File: config.mk
export PLATFORM = sky130hd
export DESIGN_NAME = cptc_top
export DESIGN_NICKNAME = d
export VERILOG_FILES = /design/src/verilog/cptc_pkg.sv /design/src/verilog/cptc_sync.sv /design/src/verilog/cptc_top.sv
export SDC_FILE = /design/constraint.sdc
export NUM_CORES = 1
export LEC_CHECK = 0
export BUFFER_PORTS_ARGS = -buffer_cell sky130_fd_sc_hd__buf_4
export CORE_UTILIZATION = 30
export DETAILED_ROUTE_END_ITERATION = 8
export GPL_ROUTABILITY_DRIVEN = 0
export REMOVE_ABC_BUFFERS = 1
export SYNTH_ARGS = -nofsm -noshare
export SYNTH_HDL_FRONTEND = slang
export SYNTH_SLANG_ARGS = --single-unit
export TNS_END_PERCENT = 30
File: constraint.sdc
create_clock -name clock -period 3.5 [get_ports clock]
set_input_delay 0.175 -clock clock [delete_from_list [all_inputs] [get_ports clock]]
set_output_delay 0.175 -clock clock [all_outputs]
set_load 0.02 [all_outputs]
File: src/verilog/cptc_pkg.sv
// Shared constants and types for the codec power and transmit control block
package cptc_pkg;

    // ****************************************************************
    // Clock and timing
    // ****************************************************************
    localparam int CLOCK_PERIOD_NS = 10;
    // Master clock counts as lost after this long without any transition
    localparam int MCLK_LOSS_NS = 5000;
    localparam int MCLK_LOSS_CYCLES = MCLK_LOSS_NS / CLOCK_PERIOD_NS;
    localparam int LOSS_CNT_W = 10;

    // ****************************************************************
    // Configuration registers
    // ****************************************************************
    localparam int CFG_COUNT = 6;
    localparam int CFG_ADDR_W = 4;
    localparam logic [CFG_ADDR_W-1:0] CFG_ZERO_IDX = 4'h0;
    localparam logic [CFG_ADDR_W-1:0] CFG_ONE_IDX = 4'h1;
    localparam logic [CFG_ADDR_W-1:0] CFG_FOUR_IDX = 4'h4;
    localparam logic [CFG_ADDR_W-1:0] CFG_FIVE_IDX = 4'h5;
    localparam logic [CFG_COUNT*8-1:0] CFG_RESET = 48'h0000_0000_0000;

    // Field positions
    localparam int CR0_RATE_LSB = 4;
    localparam int CR0_CODING_BIT = 3;
    localparam int CR0_FORMAT_BIT = 2;
    localparam int CR1_MODE_LSB = 6;
    localparam int CR1_DRIVE_BIT = 3;
    localparam int CR1_ENABLE_BIT = 2;
    localparam int CR1_SLOT_BIT = 1;
    localparam int CR4_INPUT_LSB = 6;
    localparam int CR5_GAIN_LSB = 4;

    // Instruction byte layout
    localparam int INSTR_POWER_BIT = 7;
    localparam int INSTR_ADDR_LSB = 3;
    localparam int INSTR_TWO_BYTE_BIT = 1;

    // ****************************************************************
    // Encodings
    // ****************************************************************
    localparam logic [1:0] FMODE_NORMAL = 2'h0;
    localparam logic [1:0] FMODE_DELAYED = 2'h1;
    localparam logic [1:0] FMODE_REVERSE = 2'h2;
    localparam logic [1:0] INSEL_ONE = 2'h0;
    localparam logic [1:0] INSEL_TWO = 2'h1;
    localparam logic [1:0] INSEL_THREE = 2'h2;
    localparam logic [1:0] INSEL_MUTE = 2'h3;

    // Slot geometry, in master clock bits from frame start, and frame syncs before the output drives
    localparam logic [7:0] SLOT_B2_OFS_F1 = 8'h08;
    localparam logic [7:0] SLOT_B2_OFS_F2 = 8'h0a;
    localparam logic [7:0] SLOT_LEN_COMPANDED = 8'h08;
    localparam logic [7:0] SLOT_LEN_LINEAR = 8'h10;
    localparam logic [1:0] FRAMES_BEFORE_DRIVE = 2'h2;

    typedef enum logic {CTL_CMD, CTL_DATA} cptc_ctl_e;

endpackage

File: src/verilog/cptc_sync.sv
// Two flip-flop synchroniser for asynchronous pin inputs
module cptc_sync #(
    parameter int W = 1
) (
    input wire logic clock,
    input wire logic resetn,
    input wire logic [W-1:0] d,
    output logic [W-1:0] q
);

    logic [W-1:0] meta_q;

    always_ff @(posedge clock or negedge resetn)
    begin
        if (!resetn)
        begin
            meta_q <= '0;
            q <= '0;
        end
        else
        begin
            meta_q <= d;
            q <= meta_q;
        end
    end

endmodule

File: src/verilog/cptc_top.sv
// Codec power sequencing, control port decode and transmit slot shift-out
// How it works
// - Three frame sync formats supported
// - Master clock rate told via field
// - Master clock sequences and shifts data
// - Output pin drives inverse of drive bit
// - Reset: powered down, defaults, codec off
// - Settings writable while powered down
// - Power bit 0 up, 1 down
// - Registers writable in both power states
// - Transmit output floats until second frame
// - Power down keeps register contents
// - Lost master clock forces power down
// - Bits 7:6 select input or mute
// - Mute grounds transmit, disables sidetone
// - Four-bit second stage gain field
// - Coding bit: linear or companded
// - Encode starts at transmit slot start
// - Shift edge depends on frame format
// - Output floats outside transmit slot
// - Control bits shift on rising clock
module cptc_top (
    input wire logic clock,
    input wire logic resetn,
    input wire logic mclk_pin,
    input wire logic frame_sync_in,
    input wire logic control_shift_clock,
    input wire logic control_select_n,
    input wire logic control_serial_in,
    input wire logic [13:0] tx_sample,
    output logic transmit_pcm_out,
    output logic transmit_pcm_out_en_n,
    output logic encode_start,
    output logic general_purpose_out_pin,
    output logic codec_enable,
    output logic mclk_lost,
    output logic [1:0] mclk_rate_sel,
    output logic coding_select_bit,
    output logic [1:0] frame_mode,
    output logic transmit_input_one,
    output logic transmit_input_two,
    output logic transmit_input_three,
    output logic transmit_mute,
    output logic sidetone_enable,
    output logic [3:0] tx_gain_code
);

    // ****************************************************************
    // Pin synchronisers and edge detection
    // ****************************************************************
    logic [4:0] pins_s;
    logic mclk_s, fs_s, control_shift_clock_s, csn_s, ci_s;
    logic mclk_prev_q, control_shift_clock_prev_q;
    logic mclk_rise, mclk_fall, control_shift_clock_rise;

    cptc_sync #(.W(5)) u_sync (
        .clock(clock),
        .resetn(resetn),
        .d({mclk_pin, frame_sync_in, control_shift_clock, control_select_n, control_serial_in}),
        .q(pins_s)
    );

    assign {mclk_s, fs_s, control_shift_clock_s, csn_s, ci_s} = pins_s;

    always_ff @(posedge clock or negedge resetn)
    begin
        if (!resetn)
        begin
            mclk_prev_q <= 1'b0;
            control_shift_clock_prev_q <= 1'b0;
        end
        else
        begin
            mclk_prev_q <= mclk_s;
            control_shift_clock_prev_q <= control_shift_clock_s;
        end
    end

    // Master clock is oversampled, so data moves on its sampled edges
    assign mclk_rise = mclk_s & ~mclk_prev_q;
    assign mclk_fall = ~mclk_s & mclk_prev_q;
    // Control clock is asynchronous; it must stay well below a quarter of clock
    assign control_shift_clock_rise = control_shift_clock_s & ~control_shift_clock_prev_q & ~csn_s;

    // ****************************************************************
    // Control port: byte shift and instruction decode
    // ****************************************************************
    cptc_pkg::cptc_ctl_e ctl_q, ctl_d;
    logic [7:0] shift_q, shift_d;
    logic [7:0] cmd_q, cmd_d;
    logic [2:0] bits_q, bits_d;
    logic [cptc_pkg::CFG_COUNT*8-1:0] cfg_q, cfg_d;
    logic instr_done;
    logic instr_power;
    logic [7:0] byte_in;

    always_comb
    begin
        ctl_d = ctl_q;
        shift_d = shift_q;
        cmd_d = cmd_q;
        bits_d = bits_q;
        cfg_d = cfg_q;
        instr_done = 1'b0;
        instr_power = 1'b0;
        byte_in = {shift_q[6:0], ci_s};
        // A select pulse that ends mid-byte drops the partial byte
        if (csn_s)
        begin
            bits_d = 3'h0;
        end
        else if (control_shift_clock_rise)
        begin
            shift_d = byte_in;
            bits_d = bits_q + 3'h1;
            if (bits_q == 3'h7)
            begin
                unique case (ctl_q)
                    cptc_pkg::CTL_CMD:
                    begin
                        if (byte_in[cptc_pkg::INSTR_TWO_BYTE_BIT])
                        begin
                            cmd_d = byte_in;
                            ctl_d = cptc_pkg::CTL_DATA;
                        end
                        else
                        begin
                            // Single byte power instruction
                            instr_done = 1'b1;
                            instr_power = byte_in[cptc_pkg::INSTR_POWER_BIT];
                        end
                    end
                    cptc_pkg::CTL_DATA:
                    begin
                        // Writes land regardless of power state
                        for (int i = 0; i < cptc_pkg::CFG_COUNT; i++)
                        begin
                            if (cmd_q[cptc_pkg::INSTR_ADDR_LSB +: cptc_pkg::CFG_ADDR_W] == i[3:0])
                            begin
                                cfg_d[i*8 +: 8] = byte_in;
                            end
                        end
                        instr_done = 1'b1;
                        instr_power = cmd_q[cptc_pkg::INSTR_POWER_BIT];
                        ctl_d = cptc_pkg::CTL_CMD;
                    end
                endcase
            end
        end
    end

    always_ff @(posedge clock or negedge resetn)
    begin
        if (!resetn)
        begin
            ctl_q <= cptc_pkg::CTL_CMD;
            shift_q <= 8'h00;
            cmd_q <= 8'h00;
            bits_q <= 3'h0;
            cfg_q <= cptc_pkg::CFG_RESET;
        end
        else
        begin
            ctl_q <= ctl_d;
            shift_q <= shift_d;
            cmd_q <= cmd_d;
            bits_q <= bits_d;
            cfg_q <= cfg_d;
        end
    end

    // ****************************************************************
    // Power state and master clock loss
    // ****************************************************************
    logic power_down_q, power_down_d;
    logic lost_q, lost_d;
    logic [cptc_pkg::LOSS_CNT_W-1:0] loss_cnt_q, loss_cnt_d;
    logic [1:0] frames_q, frames_d;
    logic fs_rise;

    always_comb
    begin
        loss_cnt_d = loss_cnt_q;
        lost_d = lost_q;
        power_down_d = power_down_q;
        frames_d = frames_q;
        // Counted on clock, so a stopped master clock is still seen
        if (mclk_rise | mclk_fall)
        begin
            loss_cnt_d = '0;
            lost_d = 1'b0;
        end
        else if (loss_cnt_q == cptc_pkg::MCLK_LOSS_CYCLES[cptc_pkg::LOSS_CNT_W-1:0] - 1'b1)
        begin
            lost_d = 1'b1;
        end
        else
        begin
            loss_cnt_d = loss_cnt_q + 1'b1;
        end
        if (instr_done)
        begin
            power_down_d = instr_power;
        end
        // Forced down while the clock is lost, and stays down after it returns until a power up instruction
        if (lost_d)
        begin
            power_down_d = 1'b1;
        end
        if (power_down_d)
        begin
            frames_d = 2'h0;
        end
        else if (fs_rise && frames_q != cptc_pkg::FRAMES_BEFORE_DRIVE)
        begin
            frames_d = frames_q + 2'h1;
        end
    end

    always_ff @(posedge clock or negedge resetn)
    begin
        if (!resetn)
        begin
            loss_cnt_q <= '0;
            lost_q <= 1'b0;
            power_down_q <= 1'b1;
            frames_q <= 2'h0;
        end
        else
        begin
            loss_cnt_q <= loss_cnt_d;
            lost_q <= lost_d;
            power_down_q <= power_down_d;
            frames_q <= frames_d;
        end
    end

    // ****************************************************************
    // Transmit framing and shift-out
    // ****************************************************************
    logic [7:0] cr0, cr1;
    logic [1:0] fmode;
    logic cm_bit;
    logic fs_prev_q, fs_prev_d;
    logic pend_q, pend_d;
    logic valid_q, valid_d;
    logic [7:0] bit_q, bit_d;
    logic [15:0] sreg_q, sreg_d;
    logic shift_evt, start_now;
    logic [7:0] slot_ofs, slot_len;
    logic in_slot, drive_ok;
    logic pcm_d, pcm_en_n_d, enc_d;

    assign cr0 = cfg_q[cptc_pkg::CFG_ZERO_IDX*8 +: 8];
    assign cr1 = cfg_q[cptc_pkg::CFG_ONE_IDX*8 +: 8];
    assign fmode = cr1[cptc_pkg::CR1_MODE_LSB +: 2];
    assign cm_bit = cr0[cptc_pkg::CR0_CODING_BIT];
    // Frame sync is sampled on master clock rising edges
    assign fs_rise = mclk_rise & fs_s & ~fs_prev_q;
    assign shift_evt = (fmode == cptc_pkg::FMODE_REVERSE) ? mclk_fall : mclk_rise;
    assign start_now = fs_rise & (fmode != cptc_pkg::FMODE_DELAYED) & (fmode != cptc_pkg::FMODE_REVERSE);

    always_comb
    begin
        fs_prev_d = mclk_rise ? fs_s : fs_prev_q;
        pend_d = pend_q;
        valid_d = valid_q;
        bit_d = bit_q;
        sreg_d = sreg_q;
        enc_d = 1'b0;
        // Linear code only uses the first slot
        slot_len = cm_bit ? cptc_pkg::SLOT_LEN_COMPANDED : cptc_pkg::SLOT_LEN_LINEAR;
        if (cm_bit & cr1[cptc_pkg::CR1_SLOT_BIT])
        begin
            slot_ofs = cr0[cptc_pkg::CR0_FORMAT_BIT] ? cptc_pkg::SLOT_B2_OFS_F2 : cptc_pkg::SLOT_B2_OFS_F1;
        end
        else
        begin
            slot_ofs = 8'h00;
        end
        if (shift_evt)
        begin
            if (start_now | pend_q)
            begin
                bit_d = 8'h00;
                valid_d = 1'b1;
                pend_d = 1'b0;
            end
            else if (bit_q != 8'hff)
            begin
                bit_d = bit_q + 8'h01;
            end
            if (valid_d && bit_d == slot_ofs)
            begin
                enc_d = 1'b1;
                sreg_d = cm_bit ? {tx_sample[7:0], 8'h00} : {tx_sample, 2'b00};
            end
            else
            begin
                sreg_d = {sreg_q[14:0], 1'b0};
            end
        end
        // Delayed and reverse frames begin on the next shift edge
        if (fs_rise & ~start_now)
        begin
            pend_d = 1'b1;
        end
        if (power_down_q)
        begin
            valid_d = 1'b0;
        end
        in_slot = valid_d && bit_d >= slot_ofs && bit_d < slot_ofs + slot_len;
        // Next frame count, so the frame opened by the second sync is already driven
        drive_ok = ~power_down_q & ~lost_d & cr1[cptc_pkg::CR1_ENABLE_BIT] &
            (frames_d == cptc_pkg::FRAMES_BEFORE_DRIVE);
        // Drive only from a slot's first bit, so a config write never opens a slot halfway
        pcm_en_n_d = ~(in_slot & drive_ok & (enc_d | ~transmit_pcm_out_en_n));
        pcm_d = ~pcm_en_n_d & sreg_d[15];
    end

    always_ff @(posedge clock or negedge resetn)
    begin
        if (!resetn)
        begin
            fs_prev_q <= 1'b0;
            pend_q <= 1'b0;
            valid_q <= 1'b0;
            bit_q <= 8'hff;
            sreg_q <= 16'h0000;
            transmit_pcm_out <= 1'b0;
            transmit_pcm_out_en_n <= 1'b1;
            encode_start <= 1'b0;
        end
        else
        begin
            fs_prev_q <= fs_prev_d;
            pend_q <= pend_d;
            valid_q <= valid_d;
            bit_q <= bit_d;
            sreg_q <= sreg_d;
            transmit_pcm_out <= pcm_d;
            transmit_pcm_out_en_n <= pcm_en_n_d;
            encode_start <= enc_d & ~power_down_q;
        end
    end

    // ****************************************************************
    // Registered configuration outputs
    // ****************************************************************
    logic [1:0] insel_d;

    always_comb
    begin
        insel_d = cfg_d[cptc_pkg::CFG_FOUR_IDX*8 + cptc_pkg::CR4_INPUT_LSB +: 2];
    end

    always_ff @(posedge clock or negedge resetn)
    begin
        if (!resetn)
        begin
            general_purpose_out_pin <= 1'b1;
            codec_enable <= 1'b0;
            mclk_lost <= 1'b0;
            mclk_rate_sel <= 2'h0;
            coding_select_bit <= 1'b0;
            frame_mode <= 2'h0;
            transmit_input_one <= 1'b0;
            transmit_input_two <= 1'b0;
            transmit_input_three <= 1'b0;
            transmit_mute <= 1'b0;
            sidetone_enable <= 1'b0;
            tx_gain_code <= 4'h0;
        end
        else
        begin
            general_purpose_out_pin <= ~cfg_d[cptc_pkg::CFG_ONE_IDX*8 + cptc_pkg::CR1_DRIVE_BIT];
            codec_enable <= ~power_down_d;
            mclk_lost <= lost_d;
            mclk_rate_sel <= cfg_d[cptc_pkg::CFG_ZERO_IDX*8 + cptc_pkg::CR0_RATE_LSB +: 2];
            coding_select_bit <= cfg_d[cptc_pkg::CFG_ZERO_IDX*8 + cptc_pkg::CR0_CODING_BIT];
            frame_mode <= cfg_d[cptc_pkg::CFG_ONE_IDX*8 + cptc_pkg::CR1_MODE_LSB +: 2];
            transmit_input_one <= ~power_down_d & (insel_d == cptc_pkg::INSEL_ONE);
            transmit_input_two <= ~power_down_d & (insel_d == cptc_pkg::INSEL_TWO);
            transmit_input_three <= ~power_down_d & (insel_d == cptc_pkg::INSEL_THREE);
            transmit_mute <= (insel_d == cptc_pkg::INSEL_MUTE);
            sidetone_enable <= ~power_down_d & (insel_d != cptc_pkg::INSEL_MUTE);
            tx_gain_code <= cfg_d[cptc_pkg::CFG_FIVE_IDX*8 + cptc_pkg::CR5_GAIN_LSB +: 4];
        end
    end

endmodule

* Word level (Yosys, flattened, before mapping)
Index checks and enable logic that the tools add are counted.
** Word-level totals
- Register bits after elaboration :: 139
- Input bits :: 21
- Output and inout port bits :: 20
- Word-level logic and storage cells :: 173
** Cells by class
- Add/subtract/negate cells :: 5
- $lt $le $gt $ge :: 2
- Equal/unequal tests :: 19
- Multiplexer cells :: 52
- Bitwise operators :: 37
- Reduce and logical (&&, ||, !) cells :: 19
** Operators with widths (number)
- 48-bit 2-to-1 mux :: 4
- 8-bit 2-to-1 mux :: 10
- 16-bit 2-to-1 mux :: 3
- 5-bit AND reduction :: 7
- 1-bit 2-to-1 mux :: 23
- 1-bit bitwise AND :: 21
- 10-bit 2-to-1 mux :: 2
- 1-bit inverter :: 13
- 10-bit by 1-bit adder with 10-bit output, second input constant :: 1
- 10-bit by 9-bit equality test with 1-bit output, second input constant :: 1
- 8-bit by 1-bit adder with 8-bit output, second input constant :: 1
- 8-bit by 5-bit adder with 8-bit output :: 1
- 2-bit equality test, second input constant :: 4
- 4-bit by 2-bit equality test with 1-bit output, second input constant :: 2
- 4-bit by 3-bit equality test with 1-bit output, second input constant :: 2
- 8-bit equality test :: 1
- 8-bit greater-or-equal comparator :: 1
- 8-bit < comparator :: 1
- 2-bit != test, second input constant :: 4
- 8-bit != test, second input constant :: 1
- 2-bit 2-to-1 mux :: 3
- 3-bit 2-to-1 mux :: 2
- 1-bit one-hot mux with 2 select lines :: 3
- 2-bit nonzero test :: 3
- 14 further kinds :: 20

* Longest topological paths before layout
Gate-level depths: netlist of the first run.
- Depth after elaboration :: 16
- Mapped depth :: 14
- Gate-level depth less buffers :: 13

* Modules after synthesis
Synthesis of the first run repeated with hierarchy kept, for this count alone.
** Second synthesis, totals
- Cell total of the unflattened synthesis :: 397
- Area, all modules :: 4359.2 um^2
** Modules (own cells, without submodules)
- cptc_top :: instances 1, cells an instance 387, area each 4108.9 um^2, seq. area each 2065.7 um^2
- cptc_sync :: instances 1, cells an instance 10, area each 250.2 um^2, seq. area each 250.2 um^2

* Worst setup path before layout of the first run
OpenSTA, ideal clock, no wires.
- Kind :: reg2reg
- Start point :: register frame_mode[0] (netlist name)
- End point :: register transmit_pcm_out
- Library setup time :: 0.081 ns
- Arrival :: 3.058 ns
- Required time :: 3.419 ns
- Path slack :: 0.361 ns
- Cell stages (with the launch flop) :: 14
- Buffers on the path :: 1
- Clock period less this slack :: 3.139 ns
- Cells stage by stage :: dfrtp_1 > nor2b_1 > mux2_2 > clkbuf_8 > a21oi_1 > nor2_1 > ha_1 > a21o_1 > nand2_1 > nand4b_1 > or3_2 > a41o_2 > a2111o_1 > a31oi_2
** RTL lines
- end signal: assignment :: RTL line cptc_top.sv:341 : transmit_pcm_out <= pcm_d;
- end: declaration :: RTL line cptc_top.sv:31 : output logic transmit_pcm_out,

* Worst setup path in the final report of the first run
- Start point :: register bit_q[1]
- End point :: register transmit_pcm_out
** Between the ends
- Word-level cells in the longest chain between the ends :: 11
- Elaborated cells on any way between the ends :: 20
- Classes of those cells :: add/sub: 1; order compare: 2; eq/ne: 2; mux: 8; bitwise: 4; reduce/logical: 3
** Ends and longest elaborated chain
- start: declaration :: RTL line cptc_top.sv:247 : logic [7:0] bit_q, bit_d;
- start signal: assignment :: RTL line cptc_top.sv:339 : bit_q <= bit_d;
- 8-bit by 1-bit adder with 8-bit output or 8-bit != test (tied branches) :: RTL line cptc_top.sv:291, cptc_top.sv:289
- 8-bit 2-to-1 mux * :: RTL line cptc_top.sv:289 : else if (bit_q != 8'hff)
- 8-bit 2-to-1 mux * :: RTL line cptc_top.sv:283 : if (start_now | pend_q)
- 8-bit 2-to-1 mux * (2 in series) :: RTL line cptc_top.sv:281 : if (shift_evt)
- net bit_d[4] :: RTL line cptc_top.sv:247
- 8-bit greater-or-equal comparator :: RTL line cptc_top.sv:312 : in_slot = valid_d && bit_d >= slot_ofs && bit_d < slot_ofs + slot_len;
- 1-bit logical AND :: RTL line cptc_top.sv:312
- 1-bit logical AND * :: RTL line cptc_top.sv:312
- 1-bit bitwise AND * (2 in series) :: RTL line cptc_top.sv:317 : pcm_en_n_d = ~(in_slot & drive_ok & (enc_d | ~transmit_pcm_out_en_n));
- 1-bit bitwise AND * :: RTL line cptc_top.sv:318 : pcm_d = ~pcm_en_n_d & sreg_d[15];
- net pcm_d :: RTL line cptc_top.sv:252 : logic pcm_d, pcm_en_n_d, enc_d;
Mark *: on every way through the listed nets, which the timed path passes. The rest lies on a longest branch. The select of a mux whose other input is x is not followed.
A chain may end at the register's enable or synchronous reset.

==> results.json, run 1 <==
{
  "dp_cells": 596,
  "synthArstFlopShare_pct": 100.0,
  "max_freq_mhz": 305.1,
  "grt_pass1_wl_mm": 14.81,
  "grt_max_degree": 69,
  "critPathTopFamily": "compound AO/OA/AOI/OAI gates",
  "yosys.area.top_type_share_pct": 45.79,
  "path_cells": "ha_2 > and3_2 > nand3_1 > a21oi_1 > nor2_1 > ha_1 > a21o_1 > nand2_1 > nand4b_1 > or3_2 > a41o_2 > a2111o_1 > a31oi_2",
  "ios": 41,
  "p_comb_share_pct": 17.4,
  "drive_above_1_share_pct": 28.44,
  "synth_edf_count": 0,
  "skew_ns": 0.005481,
  "cpPeakStageDelay_ns": 0.57,
  "ant_nets": 0,
  "yosysMostFrequentCell": "dfrtp_1",
  "postSynthAreaPerCell_um2": 11.44,
  "clk_latency_ns": 0.34,
  "ys_dominant_reg_cell": "dfrtp_1",
  "fillCellCount": 1418,
  "cts_root_buffer": "clkbuf_16",
  "rows": 44,
  "yosys-top-cells-count": "81 x dfrtp_1, 32 x nand2_1, 26 x mux2_2, 21 x mux2i_1",
  "clkPwrFrac_pct": 36.3,
  "synth_area_mm2": 0.004427,
  "max_slew.worst_pin.slew_ns": 0.8457,
  "synth_seq_cells": 92,
  "multi_input_area_mm2": 0.001896,
  "die_area_mm2": 0.01525,
  "crit_type": "flip-flop to flip-flop",
  "antenna_found_initial": 0,
  "grt_pass1_vias": 3024,
  "worstPathMaxFanout": 5,
  "die_h_um": 123.5,
  "viasPerCell": 4.890,
  "slew_viol_final": 0,
  "die_w_um": 123.5,
  "pwr-share-seq_pct": 46.3,
  "period_needed_ns": 3.278,
  "hold_path.class": "input port to flip-flop",
  "yosysSeqAreaShare_pct": 52.32,
  "track_usage_pct": 12.80,
  "status": "completed",
  "fin_nets": 464,
  "synth_cell_types": 70,
  "htreeDepth": 3,
  "ir_drop_mv": 0.2791,
  "synthCells": 387,
  "p_per_area_mw_per_mm2": 567.1,
  "crit_arrival_ns": 3.54,
  "wl_per_cell_um": 14.38,
  "clock_path_buffers": 2,
  "post-place-ws_ns": 0.1317,
  "cts_tree": "built",
  "setup-violations-final": 0,
  "path_clk_slew_ns": 0.06,
  "path_buf_inv": 0,
  "p_leak_uw": 0.002380,
  "regArea_mm2": 0.002316,
  "drt_first_iter_violations": 158,
  "p_switching_uw": 824.8,
  "fin_cells": 620,
  "synth_area_leaders": "dfrtp_1 46%, mux2_2 6.6%, dfstp_2 6.5%, mux2i_1 4.7%, ha_1 3.4%",
  "cts-buffers-inserted": 9,
  "crit_path_end_kind": "flip-flop",
  "synth_top_area_cell": "dfrtp_1",
  "grt-ovfl-total": 0,
  "crit_slowest_cell": "dfstp_2",
  "area_growth_pct": 18.82,
  "required_ns": 3.76,
  "internal_power_uw": 2158,
  "grt_setup_unrepaired": "no",
  "initial_core_util_pct": 30.57,
  "first_pass_iters": 6,
  "diodes": 0,
  "port_buffers": 40,
  "dp_hpwl_mm": 6.281,
  "maxCapViolations": 0,
  "final.period_utilization_pct": 93.65,
  "synth_warnings": 0,
  "relSlewSlack_pct": 43.62,
  "setup_slack_ns": 0.2223,
  "p_sw_share_pct": 27.65,
  "cp-start-kind": "flip-flop",
  "drc": 0,
  "drt-total-wl_mm": 8.913,
  "core_region_area_mm2": 0.01448,
  "hold_viol_final": 0,
  "cts.sinks": 92,
  "via_count": 3032
}
per-stage QoR:
step	util (%)	power [uW]	hold WS [ns]	setup TNS, ns	instance area [um^2]
6_report	36.33	2983	0.1062	0	5260
5_1_grt	36.33	3151	0.1257	0	5260
4_1_cts	36.20	3005	0.09865	0	5241
3_5_place_dp	33.45	1905	0.2856	0	4843
3_3_place_gp	33.45	1885	0.2846	0	4843
2_1_floorplan	-	1706	-0.1206	-0.8546	4257
flip-flops by register name, indices dropped and copies added, names as in the netlist, 2 cells and up:
signal,count
loss_cnt_q,10
bits_q,3
u_sync.meta_q,5
sreg_q,14
shift_q,7
cmd_q,5
cfg_q,10
u_sync.q,5
tx_gain_code,3
frames_q,2
bit_q,8
cell type report:
type	instances	share of cell area [%]
sequential	92	44.03
multi-input combinational	259	36.04
timing repair buffer	55	8.135
clock buffer	13	5.138
tap	184	4.377
clock inverter	3	1.284
inverter	14	0.9990
worst register-to-register path, cell delays in order (launching register included):
cell	delay (ns)
dfstp_2	0.57
ha_2	0.22
and3_2	0.24
nand3_1	0.08
a21oi_1	0.20
nor2_1	0.09
ha_1	0.32
a21o_1	0.17
nand2_1	0.06
nand4b_1	0.08
or3_2	0.41
a41o_2	0.24
a2111o_1	0.37
a31oi_2	0.14
power by group through the flow:
stage / Clock, uW / Sequential [uW] / Combinational, uW
after floorplan: 0 / 1350 / 359
after global placement: 0 / 1390 / 499
after detailed placement: 0 / 1400 / 509
after CTS: 1110 / 1380 / 517
after global routing: 1150 / 1400 / 602
final: 1080 / 1380 / 520
repair_timing:
| action | CTS | global route |
|---|---|---|
| endpoints found under the hold margin | 57 | 0 |
| gates resized for setup | 0 | 2 |
| endpoints found under the setup margin | 0 | 1 |
| hold buffers | 6 | 0 |
| setup buffers | 0 | 2 |
per-layer routing:
layer	global-route usage (%)	share of wire, %	up-vias
li1	-	-	1460
met1	16.06	46	1501
met2	20.98	48	55
met3	2.814	3.5	16
met4	5.873	2.3	0
met5	0	0	-
final timing paths:
kind	slack, ns	end	from	cells past startpoint
hold / removal	0.11	sreg_q[2]$_DFFE_PN0N_	tx_sample[0]	3
setup / recovery	0.22	transmit_pcm_out$_DFF_PN0_	bit_q[1]$_DFF_PN1_	13
hold reg to reg	0.35	u_sync.q[0]$_DFF_PN0_	u_sync.meta_q[0]$_DFF_PN0_	0
setup reg to reg	0.22	transmit_pcm_out$_DFF_PN0_	bit_q[1]$_DFF_PN1_	13
max in group asynchronous	2.22	transmit_pcm_out_en_n$_DFF_PN1_	resetn	3
min in group asynchronous	0.49	loss_cnt_q[8]$_DFFE_PN0P_	resetn	2
logic make-up after synthesis:
logic type	Yosys count	share of synthesized area, %
buf+inv	36	5.031
simple gates	120	15.01
mux	48	11.70
other cells	1	0.08471
compound gates	69	10.68
fa+ha+maj	12	3.392
xor+xnor	9	1.781
flops	92	52.32
cell usage in the layout (no fill, tap or decap), types with 3 or more instances in the layout:
master,synthesis,final
o211ai_1,3,3
inv_1,14,14
mux2_2,26,26
dfstp_2,11,11
dlygate4sd3_1,0,6
ha_1,12,11
xnor2_1,8,8
and2_1,9,9
and3_1,4,3
nand3_1,14,14
o21ai_0,18,18
dfrtp_1,81,81
nand4_1,4,4
mux2i_1,21,20
o21ai_1,8,8
a21o_1,3,3
buf_4,9,49
nor2_1,18,18
clkbuf_8,2,3
nor3_1,6,6
nand2b_1,3,3
nor2b_1,8,8
nand2_1,32,32
a21oi_1,12,12
clkbuf_16,0,9
(Power assumes the default switching activity.)
==> inputs of run 2 (changes only) <==
--- a/config.mk
+++ b/config.mk
@@ -9,7 +9,9 @@
 export CORE_UTILIZATION = 30
 export DETAILED_ROUTE_END_ITERATION = 8
 export GPL_ROUTABILITY_DRIVEN = 0
+export HOLD_SLACK_MARGIN = 0.12
 export REMOVE_ABC_BUFFERS = 1
+export SKIP_CTS_REPAIR_TIMING = 1
 export SYNTH_ARGS = -nofsm -noshare
 export SYNTH_HDL_FRONTEND = slang
 export SYNTH_SLANG_ARGS = --single-unit
==> run 2 against run 1 <==
Combinational power barely moved. Total power about the same. Sequential share of layout area unchanged. Design area unchanged. Sequential power is essentially flat. Critical path depth did not move. Via count fell by 0.26%. Critical path type unchanged. Largest cell class unchanged.
==> results.json, run 2 (same netlist as run 1, synthesis figures left out) <==
{
  "pwr-share-seq_pct": 46.3,
  "grt-ovfl-total": 0,
  "max_freq_mhz": 305.1,
  "die_h_um": 123.5,
  "final_common_cell": "dfrtp_1",
  "largest_register": "sreg_q",
  "drt-total-wl_mm": 8.920,
  "clock_path_buffers": 2,
  "track_usage_pct": 12.75,
  "final.period_utilization_pct": 93.65,
  "via_count": 3024,
  "max_slew.worst_pin.slew_ns": 0.8457,
  "regArea_mm2": 0.002316,
  "post-place-ws_ns": 0.1317,
  "fin_nets": 464,
  "holdWs_ns": 0.1062,
  "cts_root_buffer": "clkbuf_16",
  "grt_setup_unrepaired": "no",
  "grt_max_degree": 69,
  "dp_hpwl_mm": 6.281,
  "p_comb_share_pct": 17.5,
  "core_region_area_mm2": 0.01448,
  "grt_pass1_vias": 3010,
  "clkPwrFrac_pct": 36.3,
  "worstPathMaxFanout": 5,
  "path_clk_slew_ns": 0.06,
  "hold_viol_final": 0,
  "cts.sinks": 92,
  "die_w_um": 123.5,
  "p_per_area_mw_per_mm2": 567.2,
  "grt_pass1_wl_mm": 14.75,
  "clk_latency_ns": 0.34,
  "status": "completed",
  "total_power_uw": 2984,
  "rows": 44,
  "first_pass_iters": 6,
  "area_growth_pct": 18.82,
  "viasPerCell": 4.877,
  "port_buffers": 40,
  "drive_above_1_share_pct": 28.44,
  "ant_nets": 0,
  "wl_per_cell_um": 14.39,
  "internal_power_uw": 2158,
  "ir_drop_mv": 0.2790,
  "setup_slack_ns": 0.2221,
  "slew_viol_final": 0,
  "largestRegisters": "sreg_q x14, cfg_q x10, loss_cnt_q x10",
  "crit_type": "flip-flop to flip-flop",
  "period_needed_ns": 3.278,
  "initial_core_util_pct": 30.57,
  "multi_input_area_mm2": 0.001896,
  "htreeDepth": 3,
  "p_switching_uw": 825.2,
  "setup-violations-final": 0,
  "maxCapViolations": 0,
  "largest_register_ffs": 14,
  "diodes": 0,
  "layout_common_cells": "81 x dfrtp_1, 49 x buf_4, 32 x nand2_1",
  "relSlewSlack_pct": 43.62,
  "fillCellCount": 1418,
  "fin_cells": 620,
  "crit_arrival_ns": 3.54,
  "drc": 0,
  "cp-start-kind": "flip-flop",
  "p_sw_share_pct": 27.66,
  "drt_first_iter_violations": 167,
  "crit_path_end_kind": "flip-flop",
  "die_area_mm2": 0.01525,
  "ios": 41,
  "antenna_found_initial": 0,
  "cts-buffers-inserted": 9,
  "cts_tree": "built",
  "p_leak_uw": 0.002380,
  "dp_cells": 596,
  "final_util_pct": 36.33,
  "hold_path.class": "input port to flip-flop",
  "skew_ns": 0.005481,
  "required_ns": 3.76
}
## run 2: critical path: stages, from the launching register on
cell	delay, ns
dfstp_2	0.57
ha_2	0.22
and3_2	0.24
nand3_1	0.08
a21oi_1	0.20
nor2_1	0.09
ha_1	0.32
a21o_1	0.17
nand2_1	0.06
nand4b_1	0.08
or3_2	0.41
a41o_2	0.24
a2111o_1	0.37
a31oi_2	0.14
## run 2: power groups by stage
stage                     clock, uW  sequential, uW  combinational [uW]
after floorplan                   0            1350                 359
after global placement            0            1390                 499
after detailed placement          0            1400                 509
after CTS                      1110            1380                 512
after global routing           1150            1400                 602
final                          1080            1380                 521
## run 2: worst paths after layout
check	start	end	slack (ns)	depth (start not counted)
setup / recovery	bit_q[1]$_DFF_PN1_	transmit_pcm_out$_DFF_PN0_	0.22	13
hold / removal	tx_sample[0]	sreg_q[2]$_DFFE_PN0N_	0.11	3
setup reg to reg	bit_q[1]$_DFF_PN1_	transmit_pcm_out$_DFF_PN0_	0.22	13
hold reg to reg	u_sync.meta_q[0]$_DFF_PN0_	u_sync.q[0]$_DFF_PN0_	0.35	0
max in group asynchronous	resetn	transmit_pcm_out_en_n$_DFF_PN1_	2.22	3
min in group asynchronous	resetn	loss_cnt_q[8]$_DFFE_PN0P_	0.49	2
## run 2: metal layers
layer	share of wire (%)	vias to the layer above	global-route usage, %
met5	0	-	0
met4	2.1	0	5.873
met2	48	53	20.81
met3	3.5	14	2.814
met1	46	1498	16.06
li1	-	1459	-
## run 2: stage by stage
stage / setup TNS [ns] / instance area, um^2
after detailed placement: 0 / 4843
after global placement: 0 / 4843
after CTS: 0 / 5181
after global routing: 0 / 5260
final: 0 / 5260
after floorplan: -0.8546 / 4257
## run 2: final cells by class
type	instances	area share, %
Inverter	14	0.9990
Timing Repair Buffer	55	8.135
Tap cell	184	4.377
Clock inverter	3	1.284
Clock buffer	13	5.138
Multi-Input combinational cell	259	36.04
Sequential cell	92	44.03
